$ cat src/hdl/src_pkg.sv
// Constants, register map and types of the system reset controller
// Operation
// - Writing one to the soft trigger starts a system reset until sequence ends.
// - Software reset clears all but debug port and brown-out setup; fuses reload.
// - With fuse enabled, a low reset pin holds reset until it goes high.
// - Pin reset clears all but debug port and brown-out setup; fuses reload.
// - Watchdog reset clears all but debug port and brown-out setup; fuses reload.
// - Debug port reset comes only from its port; clears all but port, brown-out.
// - Reset is held while any source, including a low pin, stays active.
// - After release, an initialization runs, lengthened by start-up and CRC fuses.
// - The controller keeps working in every active and sleep mode.
// - A trigger write without a timely unlock has no effect.
// - Cause flags: bit 5 debug, software, watchdog, external, brown-out, bit 0 power-on.
// - Writing one clears a cause flag; power-on clears all flags but power-on.
// - The power-on flag clears only by a software write of one.
// - After power-on only its flag is set until a full boot has run.
// - The soft trigger bit always reads back zero.
// - Brown-out reset clears all but the brown-out setup; fuses reload after.
package src_pkg;

  // Clock
  localparam int unsigned CLOCK_NS         = 50;

  // Register indexes; byte address is four times the index
  localparam logic [2:0]  IDX_CAUSE        = 3'h0;
  localparam logic [2:0]  IDX_SOFT_TRIGGER = 3'h1;
  localparam logic [2:0]  IDX_IRQ_STATUS   = 3'h2;
  localparam logic [2:0]  IDX_IRQ_CLEAR    = 3'h3;
  localparam logic [2:0]  IDX_IRQ_ENABLE   = 3'h4;
  localparam logic [2:0]  IDX_PROTECT      = 3'h5;
  localparam logic [2:0]  IDX_LAST         = 3'h5;

  // Cause flag positions
  localparam int unsigned CAUSE_POWER_ON   = 0;
  localparam int unsigned CAUSE_BROWNOUT   = 1;
  localparam int unsigned CAUSE_EXTERNAL   = 2;
  localparam int unsigned CAUSE_WATCHDOG   = 3;
  localparam int unsigned CAUSE_SOFTWARE   = 4;
  localparam int unsigned CAUSE_DEBUG      = 5;
  localparam int unsigned CAUSE_W          = 6;
  localparam logic [5:0]  CAUSE_RESET      = 6'h01;
  localparam int unsigned SOFT_TRIGGER_BIT = 0;

  // Interrupt status bits
  localparam int unsigned IRQ_BOOT_DONE    = 0;
  localparam int unsigned IRQ_BAD_WRITE    = 1;
  localparam int unsigned IRQ_W            = 2;
  localparam logic [1:0]  IRQ_RESET        = 2'h0;

  // Bus responses
  localparam logic [1:0]  RESP_OKAY        = 2'h0;
  localparam logic [1:0]  RESP_SLVERR      = 2'h2;

  // Timing
  localparam int unsigned INIT_BASE_NS     = 500;
  localparam int unsigned INIT_BASE_CYCLES = (INIT_BASE_NS + CLOCK_NS - 1) / CLOCK_NS;
  localparam int unsigned PIN_FILTER_NS    = 200;
  localparam int unsigned PIN_FILTER_CYCLES = (PIN_FILTER_NS + CLOCK_NS - 1) / CLOCK_NS;
  localparam logic [2:0]  UNLOCK_CYCLES    = 3'h4;

  // Sequencer states
  typedef enum logic [1:0] {
    SRC_RUN,
    SRC_HOLD,
    SRC_INIT,
    SRC_RELOAD
  } src_state_t;

endpackage : src_pkg

$ cat src/hdl/src_pin_if.sv
// Filtered reset pin level passed from the pin filter to the sequencer
`timescale 1ns/1ps
`default_nettype none
interface src_pin_if;
  logic pin_level;
  modport filt (output pin_level);
  modport user (input  pin_level);
endinterface : src_pin_if
`default_nettype wire

$ cat src/hdl/src_pin_filter.sv
// Three-flop synchroniser and glitch filter for the external reset pin
`timescale 1ns/1ps
`default_nettype none
module src_pin_filter #(
  parameter int unsigned FILTER_CYCLES = src_pkg::PIN_FILTER_CYCLES
) (
  // Clock and reset
  input  wire logic   i_clock,
  input  wire logic   i_resetn,
  // Raw pin, active low
  input  wire logic   i_pin_n,
  // Filtered level
  src_pin_if.filt     pin
);
  logic [2:0] sync_reg;
  logic [7:0] stable_reg;
  logic       level_reg;
  logic       agree;
  logic       differs;

  // Second and third stages agree, and disagree with the output
  assign agree   = (sync_reg[1] == sync_reg[2]);
  assign differs = agree && (sync_reg[2] != level_reg);
  assign pin.pin_level = level_reg;

  // Synchroniser; stage 0 is read only by stage 1
  always_ff @(posedge i_clock or negedge i_resetn) begin
    if (!i_resetn) begin
      sync_reg <= 3'h7;
    end else begin
      sync_reg <= {sync_reg[1:0], i_pin_n};
    end
  end

  // Level changes after it stays different for the filter time
  always_ff @(posedge i_clock or negedge i_resetn) begin
    if (!i_resetn) begin
      stable_reg <= 8'h00;
      level_reg  <= 1'b1;
    end else if (!differs) begin
      stable_reg <= 8'h00;
    end else if (stable_reg >= 8'(FILTER_CYCLES - 1)) begin
      stable_reg <= 8'h00;
      level_reg  <= sync_reg[2];
    end else begin
      stable_reg <= stable_reg + 8'h01;
    end
  end
endmodule : src_pin_filter
`default_nettype wire

$ cat src/hdl/src_top.sv
// System reset controller: source gathering, sequencer, cause flags, bus slave
//
// The AXI4-Lite register port is this design's own decision.
`timescale 1ns/1ps
`default_nettype none
module src_top #(
  parameter int unsigned ADDR_W      = 8,
  parameter int unsigned CNT_W       = 16,
  parameter int unsigned STEP_CYCLES = 1280,
  parameter int unsigned CRC_CYCLES  = 1024,
  parameter logic [7:0]  UNLOCK_KEY  = 8'h5A  // Arbitrary key value
) (
  // Clock and reset
  input  wire logic              i_clock,
  input  wire logic              i_resetn,
  // Reset sources
  input  wire logic              i_ext_reset_pin_n,
  input  wire logic              i_brownout,
  input  wire logic              i_watchdog_reset,
  input  wire logic              i_debug_port_reset,
  // Fuse values
  input  wire logic              i_ext_reset_fuse_en,
  input  wire logic [2:0]        i_startup_delay_fuse,
  input  wire logic              i_startup_crc_scan_fuse,
  // Reset outputs, fuse reload strobe and interrupt
  output logic                   o_system_reset_n,
  output logic                   o_debug_port_reset_n,
  output logic                   o_brownout_cfg_reset_n,
  output logic                   o_fuse_reload,
  output logic                   o_irq,
  // AXI4-Lite write
  input  wire logic              i_awvalid,
  input  wire logic [ADDR_W-1:0] i_awaddr,
  output logic                   o_awready,
  input  wire logic              i_wvalid,
  input  wire logic [31:0]       i_wdata,
  input  wire logic [3:0]        i_wstrb,
  output logic                   o_wready,
  output logic                   o_bvalid,
  output logic [1:0]             o_bresp,
  input  wire logic              i_bready,
  // AXI4-Lite read
  input  wire logic              i_arvalid,
  input  wire logic [ADDR_W-1:0] i_araddr,
  output logic                   o_arready,
  output logic                   o_rvalid,
  output logic [31:0]            o_rdata,
  output logic [1:0]             o_rresp,
  input  wire logic              i_rready
);
  src_pkg::src_state_t state_reg, state_next;
  logic [CNT_W-1:0]  count_reg;
  logic [5:0]        cause_reg, cause_set, cause_clr;
  logic [1:0]        irq_stat_reg, irq_en_reg, irq_ev, irq_clr;
  logic [2:0]        unlock_reg, bod_sync_reg;
  logic              bod_level_reg, wdt_req_reg, sw_req_reg, boot_done_reg, bod_cycle_reg;
  logic [2:0]        wr_idx_reg, rd_idx_reg;
  logic              wr_map_reg;
  logic [7:0]        wdata_reg;
  logic              wstrb0_reg;
  logic [31:0]       init_len_full;
  logic [CNT_W-1:0]  init_len;
  logic              ext_active, hold_source, any_source;
  logic              wr_fire, wr_cause, wr_trig, wr_prot, wr_clr, wr_en;
  logic              trig_ok, trig_bad;
  logic              ar_fire;
  logic [2:0]        ar_idx;
  logic              ar_map;
  logic [31:0]       rd_mux;
  logic              aw_map;

  src_pin_if pin_bus ();

  // Pin synchroniser and filter
  src_pin_filter #(
    .FILTER_CYCLES (src_pkg::PIN_FILTER_CYCLES)
  ) u_pin_filter (
    .i_clock  (i_clock),
    .i_resetn (i_resetn),
    .i_pin_n  (i_ext_reset_pin_n),
    .pin      (pin_bus)
  );

  // Brown-out level, three flops, change once stages two and three agree
  always_ff @(posedge i_clock or negedge i_resetn) begin
    if (!i_resetn) begin
      bod_sync_reg  <= 3'h0;
      bod_level_reg <= 1'b0;
    end else begin
      bod_sync_reg <= {bod_sync_reg[1:0], i_brownout};
      if (bod_sync_reg[1] == bod_sync_reg[2]) begin
        bod_level_reg <= bod_sync_reg[2];
      end
    end
  end

  // Source gathering; no sleep or clock gate input stops it
  assign ext_active  = i_ext_reset_fuse_en && !pin_bus.pin_level;
  assign hold_source = ext_active || bod_level_reg || i_debug_port_reset;
  assign any_source  = hold_source || wdt_req_reg || sw_req_reg;

  // Initialization length from the fuses
  assign init_len_full = src_pkg::INIT_BASE_CYCLES
                       + 32'(i_startup_delay_fuse) * STEP_CYCLES
                       + (i_startup_crc_scan_fuse ? CRC_CYCLES : 0);
  assign init_len      = init_len_full[CNT_W-1:0];

  // Bus write decode
  assign aw_map   = (i_awaddr[ADDR_W-1:5] == '0) && (i_awaddr[4:2] <= src_pkg::IDX_LAST);
  assign wr_fire  = !o_awready && !o_wready && !o_bvalid;
  assign wr_cause = wr_fire && wr_map_reg && wstrb0_reg && (wr_idx_reg == src_pkg::IDX_CAUSE);
  assign wr_trig  = wr_fire && wr_map_reg && wstrb0_reg
                  && (wr_idx_reg == src_pkg::IDX_SOFT_TRIGGER);
  assign wr_prot  = wr_fire && wr_map_reg && wstrb0_reg && (wr_idx_reg == src_pkg::IDX_PROTECT);
  assign wr_clr   = wr_fire && wr_map_reg && wstrb0_reg && (wr_idx_reg == src_pkg::IDX_IRQ_CLEAR);
  assign wr_en    = wr_fire && wr_map_reg && wstrb0_reg
                  && (wr_idx_reg == src_pkg::IDX_IRQ_ENABLE);

  // Protected trigger: accepted only inside the unlock window
  assign trig_ok  = wr_trig && (unlock_reg != 3'h0)
                  && wdata_reg[src_pkg::SOFT_TRIGGER_BIT];
  assign trig_bad = wr_trig && (unlock_reg == 3'h0);

  // Cause flag set and clear terms; nothing sets until the first boot ends
  assign cause_set = {i_debug_port_reset, sw_req_reg, wdt_req_reg, ext_active,
                      bod_level_reg, 1'b0} & {6{boot_done_reg}};
  assign cause_clr = wr_cause ? wdata_reg[5:0] : 6'h00;

  // Interrupt events and clears
  assign irq_ev  = {trig_bad, state_reg == src_pkg::SRC_RELOAD};
  assign irq_clr = wr_clr ? wdata_reg[1:0] : 2'h0;

  // Unlock window
  always_ff @(posedge i_clock or negedge i_resetn) begin
    if (!i_resetn) begin
      unlock_reg <= 3'h0;
    end else if (wr_prot && (wdata_reg == UNLOCK_KEY)) begin
      unlock_reg <= src_pkg::UNLOCK_CYCLES;
    end else if (wr_trig) begin
      unlock_reg <= 3'h0;
    end else if (unlock_reg != 3'h0) begin
      unlock_reg <= unlock_reg - 3'h1;
    end
  end

  // Latched one-shot requests, set wins over the clear in hold
  always_ff @(posedge i_clock or negedge i_resetn) begin
    if (!i_resetn) begin
      sw_req_reg  <= 1'b0;
      wdt_req_reg <= 1'b0;
    end else begin
      sw_req_reg  <= trig_ok || (sw_req_reg && state_reg != src_pkg::SRC_HOLD);
      wdt_req_reg <= i_watchdog_reset
                  || (wdt_req_reg && state_reg != src_pkg::SRC_HOLD);
    end
  end

  // Sequencer next state
  always_comb begin
    state_next = state_reg;
    case (state_reg)
      src_pkg::SRC_RUN:    if (any_source) state_next = src_pkg::SRC_HOLD;
      src_pkg::SRC_HOLD:   if (!any_source) state_next = src_pkg::SRC_INIT;
      src_pkg::SRC_INIT: begin
        if (any_source) begin
          state_next = src_pkg::SRC_HOLD;
        end else if (count_reg == '0) begin
          state_next = src_pkg::SRC_RELOAD;
        end
      end
      src_pkg::SRC_RELOAD: state_next = src_pkg::SRC_RUN;
      default:             state_next = src_pkg::SRC_HOLD;
    endcase
  end

  // Sequencer state and init counter; power-on passes hold to load the fuse length
  always_ff @(posedge i_clock or negedge i_resetn) begin
    if (!i_resetn) begin
      state_reg <= src_pkg::SRC_HOLD;
      count_reg <= CNT_W'(src_pkg::INIT_BASE_CYCLES);
    end else begin
      state_reg <= state_next;
      if (state_reg != src_pkg::SRC_INIT) begin
        count_reg <= init_len;
      end else if (count_reg != '0) begin
        count_reg <= count_reg - 1'b1;
      end
    end
  end

  // Boot tracking and brown-out cycle marker
  always_ff @(posedge i_clock or negedge i_resetn) begin
    if (!i_resetn) begin
      boot_done_reg <= 1'b0;
      bod_cycle_reg <= 1'b0;
    end else begin
      if (state_reg == src_pkg::SRC_RELOAD) begin
        boot_done_reg <= 1'b1;
      end
      if (bod_level_reg) begin
        bod_cycle_reg <= 1'b1;
      end else if (state_reg == src_pkg::SRC_RELOAD) begin
        bod_cycle_reg <= 1'b0;
      end
    end
  end

  // Reset outputs and fuse reload strobe
  always_ff @(posedge i_clock or negedge i_resetn) begin
    if (!i_resetn) begin
      o_system_reset_n       <= 1'b0;
      o_debug_port_reset_n   <= 1'b0;
      o_brownout_cfg_reset_n <= 1'b0;
      o_fuse_reload          <= 1'b0;
    end else begin
      o_system_reset_n       <= (state_next == src_pkg::SRC_RUN);
      o_debug_port_reset_n   <= boot_done_reg && !bod_level_reg
                             && !(bod_cycle_reg && state_reg != src_pkg::SRC_RUN);
      o_brownout_cfg_reset_n <= boot_done_reg || (state_next == src_pkg::SRC_RUN);
      o_fuse_reload          <= (state_reg == src_pkg::SRC_RELOAD);
    end
  end

  // Cause flags, set wins; power-on reset leaves only the power-on flag
  always_ff @(posedge i_clock or negedge i_resetn) begin
    if (!i_resetn) begin
      cause_reg <= src_pkg::CAUSE_RESET;
    end else begin
      cause_reg <= (cause_reg & ~cause_clr) | cause_set;
    end
  end

  // Interrupt status, enable and output
  always_ff @(posedge i_clock or negedge i_resetn) begin
    if (!i_resetn) begin
      irq_stat_reg <= src_pkg::IRQ_RESET;
      irq_en_reg   <= src_pkg::IRQ_RESET;
      o_irq        <= 1'b0;
    end else begin
      irq_stat_reg <= (irq_stat_reg & ~irq_clr) | irq_ev;
      if (wr_en) begin
        irq_en_reg <= wdata_reg[1:0];
      end
      o_irq <= |(irq_stat_reg & irq_en_reg);
    end
  end

  // Write channels: address and data taken in either order
  always_ff @(posedge i_clock or negedge i_resetn) begin
    if (!i_resetn) begin
      o_awready  <= 1'b1;
      o_wready   <= 1'b1;
      o_bvalid   <= 1'b0;
      o_bresp    <= src_pkg::RESP_OKAY;
      wr_idx_reg <= 3'h0;
      wr_map_reg <= 1'b0;
      wdata_reg  <= 8'h00;
      wstrb0_reg <= 1'b0;
    end else begin
      if (o_awready && i_awvalid) begin
        o_awready  <= 1'b0;
        wr_idx_reg <= i_awaddr[4:2];
        wr_map_reg <= aw_map;
      end
      if (o_wready && i_wvalid) begin
        o_wready   <= 1'b0;
        wdata_reg  <= i_wdata[7:0];
        wstrb0_reg <= i_wstrb[0];
      end
      if (wr_fire) begin
        o_bvalid <= 1'b1;
        o_bresp  <= wr_map_reg ? src_pkg::RESP_OKAY : src_pkg::RESP_SLVERR;
      end else if (o_bvalid && i_bready) begin
        o_bvalid  <= 1'b0;
        o_awready <= 1'b1;
        o_wready  <= 1'b1;
      end
    end
  end

  // Read decode and data selection
  assign ar_fire = o_arready && i_arvalid;
  assign ar_idx  = i_araddr[4:2];
  assign ar_map  = (i_araddr[ADDR_W-1:5] == '0) && (ar_idx <= src_pkg::IDX_LAST);
  assign rd_mux  = !ar_map ? 32'h0000_0000 :
                   (ar_idx == src_pkg::IDX_CAUSE)      ? {26'h000_0000, cause_reg} :
                   (ar_idx == src_pkg::IDX_IRQ_STATUS) ? {30'h0000_0000, irq_stat_reg} :
                   (ar_idx == src_pkg::IDX_IRQ_ENABLE) ? {30'h0000_0000, irq_en_reg} :
                   32'h0000_0000;

  // Read channel, one cycle answer
  always_ff @(posedge i_clock or negedge i_resetn) begin
    if (!i_resetn) begin
      o_arready  <= 1'b1;
      o_rvalid   <= 1'b0;
      o_rdata    <= 32'h0000_0000;
      o_rresp    <= src_pkg::RESP_OKAY;
      rd_idx_reg <= 3'h0;
    end else if (ar_fire) begin
      o_arready  <= 1'b0;
      o_rvalid   <= 1'b1;
      o_rdata    <= rd_mux;
      o_rresp    <= ar_map ? src_pkg::RESP_OKAY : src_pkg::RESP_SLVERR;
      rd_idx_reg <= ar_idx;
    end else if (o_rvalid && i_rready) begin
      o_rvalid  <= 1'b0;
      o_arready <= 1'b1;
    end
  end
endmodule : src_top
`default_nettype wire

$ cat config.mk
export PLATFORM = sky130hd
export DESIGN_NAME = src_top
export DESIGN_NICKNAME = d
export VERILOG_FILES = /design/src/hdl/src_pkg.sv /design/src/hdl/src_pin_if.sv /design/src/hdl/src_pin_filter.sv /design/src/hdl/src_top.sv
export SDC_FILE = /design/constraint.sdc
export NUM_CORES = 1
export LEC_CHECK = 0
export BUFFER_PORTS_ARGS = -buffer_cell sky130_fd_sc_hd__buf_4
export CAP_MARGIN = 40
export CELL_PAD_IN_SITES_DETAIL_PLACEMENT = 0
export CELL_PAD_IN_SITES_GLOBAL_PLACEMENT = 2
export CORE_UTILIZATION = 32
export DETAILED_ROUTE_END_ITERATION = 8
export GPL_TIMING_DRIVEN = 1
export PLACE_DENSITY = 0.9
export SLEW_MARGIN = 0
export SYNTH_ARGS = -nofsm -noshare
export SYNTH_HDL_FRONTEND = slang
export SYNTH_HIERARCHICAL = 1
export SYNTH_SLANG_ARGS = --single-unit
$ cat constraint.sdc
create_clock -name i_clock -period 2.4 [get_ports i_clock]
set_clock_uncertainty 0.1 [all_clocks]
set_input_delay 0 -clock i_clock [delete_from_list [all_inputs] [get_ports i_clock]]
set_output_delay 0 -clock i_clock [all_outputs]
set_load 0.02 [all_outputs]
* Word-level counts from Yosys, hierarchy flattened
Cells that the tools add are included.
** Word-level totals
- Register bits after elaboration :: 110
- Input port bits :: 68
- Output and inout port bits :: 46
** Operators by class
- $add $sub $neg :: 5
- $mul :: 1
- $lt $le $gt $ge :: 3
- Equal/unequal tests :: 15
- Mux-type cells :: 35
- Bitwise operators :: 8
- Reductions and logical operators :: 58
** Operator list (count)
- $mux W16 :: 2
- $logic_and A1 B1 Y1 :: 27
- $mux W2 :: 9
- $mux W6 :: 3
- $add A15 B11 Y16 :: 1
- $logic_not A16 Y1 :: 1
- $mux W8 :: 2
- $reduce_bool A16 Y1 :: 1
- $sub A16 B1 Y16 const B :: 1
- $add A4 B14 Y15 const A :: 1
- $logic_not A3 Y1 :: 5
- $mux W1 :: 14
- $and A6 B6 Y6 :: 2
- $mux W11 :: 1
- $reduce_bool A2 Y1 :: 5
- $eq A3 B3 Y1 const B :: 3
- $mux W3 :: 3
- $add A8 B1 Y8 const B :: 1
- $eq A8 B7 Y1 const B :: 1
- $ge A8 B2 Y1 const B :: 1
- $pmux W2 S4 :: 1
- $logic_or A1 B1 Y1 :: 7
- $eq A3 B2 Y1 const B :: 2
- $le A3 B3 Y1 const B :: 2
- 19 further kinds :: 29

* Longest topological paths before layout
Gate-level depths: netlist of the first run.
- Depth after elaboration :: 10
- Depth in mapped cells :: 7

* By module
The synthesis of the first run kept the hierarchy.
** Modules (own cells, without submodules)
- src_top :: instances 1, cells an instance 312, area an instance 3397.0 sq um, seq. area each 1760.4 sq um
- src_pin_filter :: instances 1, cells an instance 25, area an instance 405.4 sq um, seq. area each 305.3 sq um

* Worst setup path after synthesis of the first run
Ideal clock, no wire load.
- Path type :: register -> register
- From :: register o_bvalid
- To :: register irq_en_reg[0]
- Library setup time :: 0.125 ns
- Arrival time :: 1.777 ns
- Setup slack :: 0.398 ns
- Stages on the path, launching flop included :: 5
- Buffers on the path :: 0
- Clock period less this slack :: 2.002 ns
- Cells stage by stage :: dfrtp_1 > or3_4 > or2_2 > nor3b_1 > mux2_2
** On the way
- Longest elaborated chain between the ends :: 5
** Ends and longest elaborated chain
- from (decl) :: line src_top.sv:39 : output logic o_bvalid,
- from (signal assigned) :: line src_top.sv:253 : o_bvalid <= 1'b0;
- from (signal assigned) :: line src_top.sv:271 : o_bvalid <= 1'b1;
- from (signal assigned) :: line src_top.sv:274 : o_bvalid <= 1'b0;
- $logic_not A1 Y1 :: line src_top.sv:110 : assign wr_fire = !o_awready && !o_wready && !o_bvalid;
- $logic_and A1 B1 Y1 :: line src_top.sv:110
- $logic_and A1 B1 Y1 (2 in a row) :: line src_top.sv:116 : assign wr_en = wr_fire && wr_map_reg && wstrb0_reg
- $logic_and A1 B1 Y1 :: line src_top.sv:117 : && (wr_idx_reg == src_pkg::IDX_IRQ_ENABLE);
- to (signal assigned) :: line src_top.sv:237 : irq_en_reg <= src_pkg::IRQ_RESET;
- to (signal assigned) :: line src_top.sv:242 : irq_en_reg <= wdata_reg[1:0];
- to (decl) :: line src_top.sv:54 : logic [1:0] irq_stat_reg, irq_en_reg, irq_ev, irq_clr;
No other way between the ends.
A chain may end at the register's enable or synchronous reset.

* Worst setup path in the final report of the first run
- From :: register o_awready
- To :: register wr_map_reg
** On the way
- Longest elaborated chain between the ends :: 1
** Ends and longest elaborated chain
- from (decl) :: line src_top.sv:34 : output logic o_awready,
- from (signal assigned) :: line src_top.sv:251 : o_awready <= 1'b1;
- from (signal assigned) :: line src_top.sv:261 : o_awready <= 1'b0;
- from (signal assigned) :: line src_top.sv:275 : o_awready <= 1'b1;
- $logic_and A1 B1 Y1 :: line src_top.sv:260 : if (o_awready && i_awvalid) begin
- to (signal assigned) :: line src_top.sv:263 : wr_map_reg <= aw_map;
- to (decl) :: line src_top.sv:58 : logic wr_map_reg;
No other way between the ends.

==> results.yml, run 1 <==
route:
  vias: 2839
  route.detailed.drc: 17
  wire_per_inst_um: 13.0
  wl_met1_mm: 3.72
  drtAntennaViolNets: 0
  viasPerCell: 4.76
  drt_first_pass_iters: 6
  dr_wl_met3_um: 362
  wl_met2_mm: 3.50
  drtIter0Drc: 134
  routed_wl_mm: 7.76
  top_layer_used: "met4"
place:
  gp_congestion: 0.781
  io_buffer_count: 54
  dp_hpwl_mm: 5.49
  place_area_mm2: 0.00436
outcome:
  status: "complete, but fails checks"
  failed_checks: "DRC"
synthesis:
  synth_edf_count: 0
  synth_flop_cell: "dfrtp_1"
  avgSynthCellArea_um2: 11.3
  ys_seq_area_share_pct: 54.3
  synth_area_mm2: 0.00380
  ys_types: 55
  yosys_warnings: 6
  ys_seq_elements: 82
  async_flop_share_pct: 100
  synthCells: 337
clocking:
  cts_hold_buf: 37
  cts_tree: "yes"
  root_buffer: "clkbuf_16"
  clock_sinks: 82
  clockBufferDepth: 2
  ctsResizeCount: 0
  postCtsSetupBuffers: 0
  clk_pin_slew_ns: 0.06
  htreeDepth: 3
  clk_latency_ns: 0.33
  cts_buffers: 9
sta:
  max_slew_margin_pct: 62.0
  worst_pin_slew_ns: 0.568
  max_freq_mhz: 448
  period_needed_ns: 2.23
  setup_viol: 0
  hold_violations: 0
  rsz0062_at_grt: "no"
  tns_ns: 0
  period_share_pct: 93.0
  final_max_slew_viol_count: 0
finish:
  final_core_util_pct: 43.5
  syn_to_final_growth_pct: 31.9
  stdcell_area_mm2: 0.00501
  fill_cells: 1076
  multi_input_area_mm2: 0.00159
  seq_area_mm2: 0.00207
  final_common_cell: "dfrtp_1"
  final_layout_size_suffix_gt1_share_pct: 24.1
  largest_reg_flops: 16
  antenna_cells: 0
  finish.net_count: 525
  mostFrequentLayoutCells: "dfrtp_1 (71), buf_4 (60), dlygate4sd3_1 (37)"
global_route:
  grt_pass1_vias: 2768
  grt_pass1_wl_mm: 13.1
  antenna_found_initial: 0
  grt_max_degree: 56
  grt_overflow: 0
  gr-usage-all-layers_pct: 13.6
critical_path:
  r2r_setup_slack_ns: 0.17
  crit_start: "o_awready"
  cp-end-kind: "flop"
  r2r-start: "o_awready"
  crit_required_ns: 2.57
  worstRegToRegCells: 5
  critical_path.endpoint: "wr_map_reg"
  r2r-end: "wr_map_reg"
  critPathArrivalTime_ns: 2.40
  start_kind: "flop"
  path_max_fanout: 5
  critical_path_class: "reg2reg"
die:
  die_h_um: 111
  dieWidth_um: 111
  core_mm2: 0.0115
  die_area_mm2: 0.0123
  io_pins: 114
  start_util_pct: 33.0
  num_rows: 39
pwr:
  power_frac_clock_pct: 32.4
  ir_worst_vdd_mv: 0.336
  p_total_uw: 4090
  pwr_density_cell_mw_per_mm2: 815
  power.switching_uw: 1170
  p_leak_uw: 0.00227
  cellInternalPower_uw: 2910
  swShare_pct: 28.8
  p_comb_share_pct: 21.6
  pwr-share-seq_pct: 46.0
min_path:
  hold_path.class: "in2async"
flow_run:
  cap_violations: 0
## worst max-delay path, stage by stage, from the launching register on
cell and delay, ns:
dfstp_2 0.55, nand2_1 0.14, nor3_1 0.17, dlygate4sd3_1 0.57, a22o_1 0.11, dlygate4sd3_1 0.53
## power by group through the flow
stage / Combinational, uW / Sequential, uW / Clock [uW]
floorplan: 509 / 1910 / 0
detailed placement: 816 / 1900 / 0
CTS: 893 / 1880 / 1370
finish: 883 / 1880 / 1320
global placement: 792 / 1890 / 0
global route: 981 / 1920 / 1420
## worst min path at each step
stage                            from                  endpoint  slack [ns]
finish                       i_resetn             count_reg[12]        0.03
global route              i_araddr[7]                o_rdata[0]        0.05
CTS                          i_resetn                o_rdata[4]        0.03
detailed placement           i_resetn              count_reg[4]       -0.15
global placement    i_ext_reset_pin_n  u_pin_filter/sync_reg[0]        0.01
floorplan                    i_resetn             bod_cycle_reg       -0.40
## per-stage QoR
step,setup WS (ns),std cells,hold WS (ns)
3_3_place_gp,0.328,542,0.0116
4_1_cts,0.200,596,0.0274
2_1_floorplan,0.398,369,-0.396
6_report,0.168,596,0.0292
3_5_place_dp,0.326,543,-0.153
5_1_grt,0.0993,596,0.0452
## metal layers
layer | vias to the layer above | GRT usage [%]
li1 | 1376 | -
met4 | 0 | 6.58
met2 | 78 | 20.6
met5 | - | 0
met1 | 1373 | 18.0
met3 | 12 | 3.55
## layout make-up
| class | count | area share, % |
|---|---|---|
| Inverter | 13 | 0.973 |
| Tap cell | 143 | 3.57 |
| Multi-Input combinational cell | 244 | 31.7 |
| Clock inverter | 3 | 0.848 |
| Sequential cell | 82 | 41.2 |
| Clock buffer | 13 | 4.79 |
| Timing Repair Buffer | 98 | 16.9 |
## cells by family after synthesis
| logic type | after synthesis | share of synthesized area (%) |
|---|---|---|
| AND/OR/NAND/NOR | 112 | 17.2 |
| flip-flops | 82 | 54.3 |
| AO/OA/AOI/OAI | 64 | 11.4 |
| buffers and inverters | 43 | 7.01 |
| multiplexers | 18 | 5.20 |
| adder cells (fa/ha/maj) | 10 | 3.22 |
| XOR/XNOR | 6 | 1.38 |
| other | 2 | 0.198 |
## synth_stat cells (3+ instances only)
cell type / n / share of area [%]
dfrtp_1: 71 / 47
nand2_1: 30 / 3.0
buf_4: 28 / 5.5
nor2_1: 19 / 1.9
o21ai_0: 15 / 2.0
mux2_2: 14 / 4.1
a21oi_1: 13 / 1.7
inv_1: 13 / 1.3
a22o_1: 12 / 2.8
dfstp_2: 11 / 7.6
ha_1: 9 / 3.0
nand3_1: 9 / 1.2
nand2b_1: 6 / 0.99
nor4_1: 6 / 0.99
nor2b_1: 5 / 0.82
nor3_1: 5 / 0.66
a21o_1: 4 / 0.79
mux2i_1: 4 / 1.1
nand4_1: 4 / 0.66
or2_2: 4 / 0.66
xnor2_1: 4 / 0.92
nor4_4: 3 / 1.7
o31ai_1: 3 / 0.59
or4_1: 3 / 0.59
Power figures use the tool's default switching activity.
==> run 2, diff against run 1 <==
Clock period 2.4 ns to 2.5 ns, I/O delays scaled along.
==> results.yml, run 2 (synthesis results as in run 1) <==
outcome:
  status: "complete, but fails checks"
  failed_checks: "DRC"
finish:
  fill_cells: 1088
  finish.net_count: 521
  final_cells: 592
  final_common_cell: "dfrtp_1"
  antenna_cells: 0
  largest_reg_flops: 16
  syn_to_final_growth_pct: 30.8
  mostFrequentLayoutCells: "dfrtp_1 (71), buf_4 (57), dlygate4sd3_1 (36)"
  final_layout_size_suffix_gt1_share_pct: 24.1
clocking:
  htreeDepth: 3
  clk_latency_ns: 0.33
  cts_buffers: 9
  clockBufferDepth: 2
  clock_sinks: 82
  clk_pin_slew_ns: 0.06
  root_buffer: "clkbuf_16"
  cts_tree: "yes"
  ctsResizeCount: 0
place:
  dp_cells: 540
  dp_hpwl_mm: 5.38
  io_buffer_count: 54
  gp_congestion: 0.767
  placement.setup.worst_slack_ns: 0.414
die:
  io_pins: 114
  start_util_pct: 33.0
  num_rows: 39
  die_area_mm2: 0.0123
  die_h_um: 111
  core_mm2: 0.0115
  dieWidth_um: 111
sta:
  tns_ns: 0
  hold_violations: 0
  final_max_slew_viol_count: 0
  period_needed_ns: 2.23
  layout_setup_ws_ns: 0.270
  period_share_pct: 89.2
  max_freq_mhz: 448
  setup_viol: 0
  rsz0062_at_grt: "no"
  max_slew_margin_pct: 53.3
  worst_pin_slew_ns: 0.701
min_path:
  whs_endpoint: "count_reg[14]"
  hp-start: "i_startup_delay_fuse[2]"
  hold_path.class: "in2reg"
  hold_depth: 4
global_route:
  gr-usage-all-layers_pct: 13.2
  grt_pass1_vias: 2702
  grt_overflow: 0
  antenna_found_initial: 0
  grt_pass1_wl_mm: 12.9
  grt_max_degree: 56
pwr:
  pwr_density_cell_mw_per_mm2: 771
  ir_worst_vdd_mv: 0.298
  p_leak_uw: 0.00224
route:
  drtIter0Drc: 124
  route.detailed.drc: 17
  drtAntennaViolNets: 0
  wire_per_inst_um: 12.8
  vias: 2756
  viasPerCell: 4.66
  drt_first_pass_iters: 6
  routed_wl_mm: 7.56
critical_path:
  r2r-end: "wr_map_reg"
  worstRegToRegCells: 5
  start_kind: "flop"
  critPathArrivalTime_ns: 2.40
  r2r-start: "o_awready"
  critical_path_class: "reg2reg"
  crit_required_ns: 2.67
  cp-end-kind: "flop"
  r2r_setup_slack_ns: 0.27
  path_max_fanout: 5
flow_run:
  cap_violations: 0
## run 2: how the worst max path moves through the flow
stage | from | end | slack [ns] | cells past startpoint
final | o_awready | wr_map_reg | 0.27 | 5
after global routing | o_awready | wr_map_reg | 0.21 | 5
after CTS | o_awready | wr_map_reg | 0.28 | 5
after detailed placement | o_wready | irq_en_reg[1] | 0.41 | 4
after global placement | o_wready | irq_en_reg[0] | 0.42 | 4
after floorplan | o_bvalid | irq_en_reg[0] | 0.50 | 4
## run 2: stage by stage
stage	power (uW)	hold slack [ns]	util (%)	cell area, um2
2_1_floorplan	2320	-0.396	-	3920
6_report	3830	0.0282	43.2	4970
5_1_grt	4070	0.0632	43.2	4970
4_1_cts	3880	0.0305	43.2	4970
3_5_place_dp	2600	-0.138	37.7	4340
3_3_place_gp	2570	0.0137	37.4	4310
## run 2: timing repair
action / 4_1_cts / 5_1_grt
buffers inserted: 0 / 0
hold endpoints to repair: 107 / 0
hold buffers: 36 / 0
## run 2: critical path, cell delays in order (launching register included)
cell           delay (ns)
dfstp_2              0.55
nand2_1              0.15
nor3_1               0.15
dlygate4sd3_1        0.57
a22o_1               0.11
dlygate4sd3_1        0.54
## run 2: final cells by class
| cell class | instances | area [um2] | area share (%) |
|---|---|---|---|
| well taps | 143 | 179 | 3.60 |
| repair buffers | 94 | 816 | 16.4 |
| inverters | 13 | 48.8 | 0.981 |
| flip-flops and latches | 82 | 2070 | 41.5 |
| multi-input cells | 244 | 1590 | 32.0 |
| clock buffers | 11 | 233 | 4.68 |
| clock inverters | 5 | 40.0 | 0.805 |
## run 2: power by group
part | internal (uW) | switching, uW | total, uW | leakage (uW)
clock network | 678 | 518 | 1200 | 0.000122
logic | 433 | 405 | 838 | 0.00114
registers | 1580 | 214 | 1800 | 0.000982
## run 2: metal layers
metal,track usage [%],share of wire (%),vias to the layer above
li1,-,-,1369
met1,18.3,49,1307
met2,19.8,45,71
met3,3.61,4.6,9
met4,4.66,1.3,0
met5,0,0,-
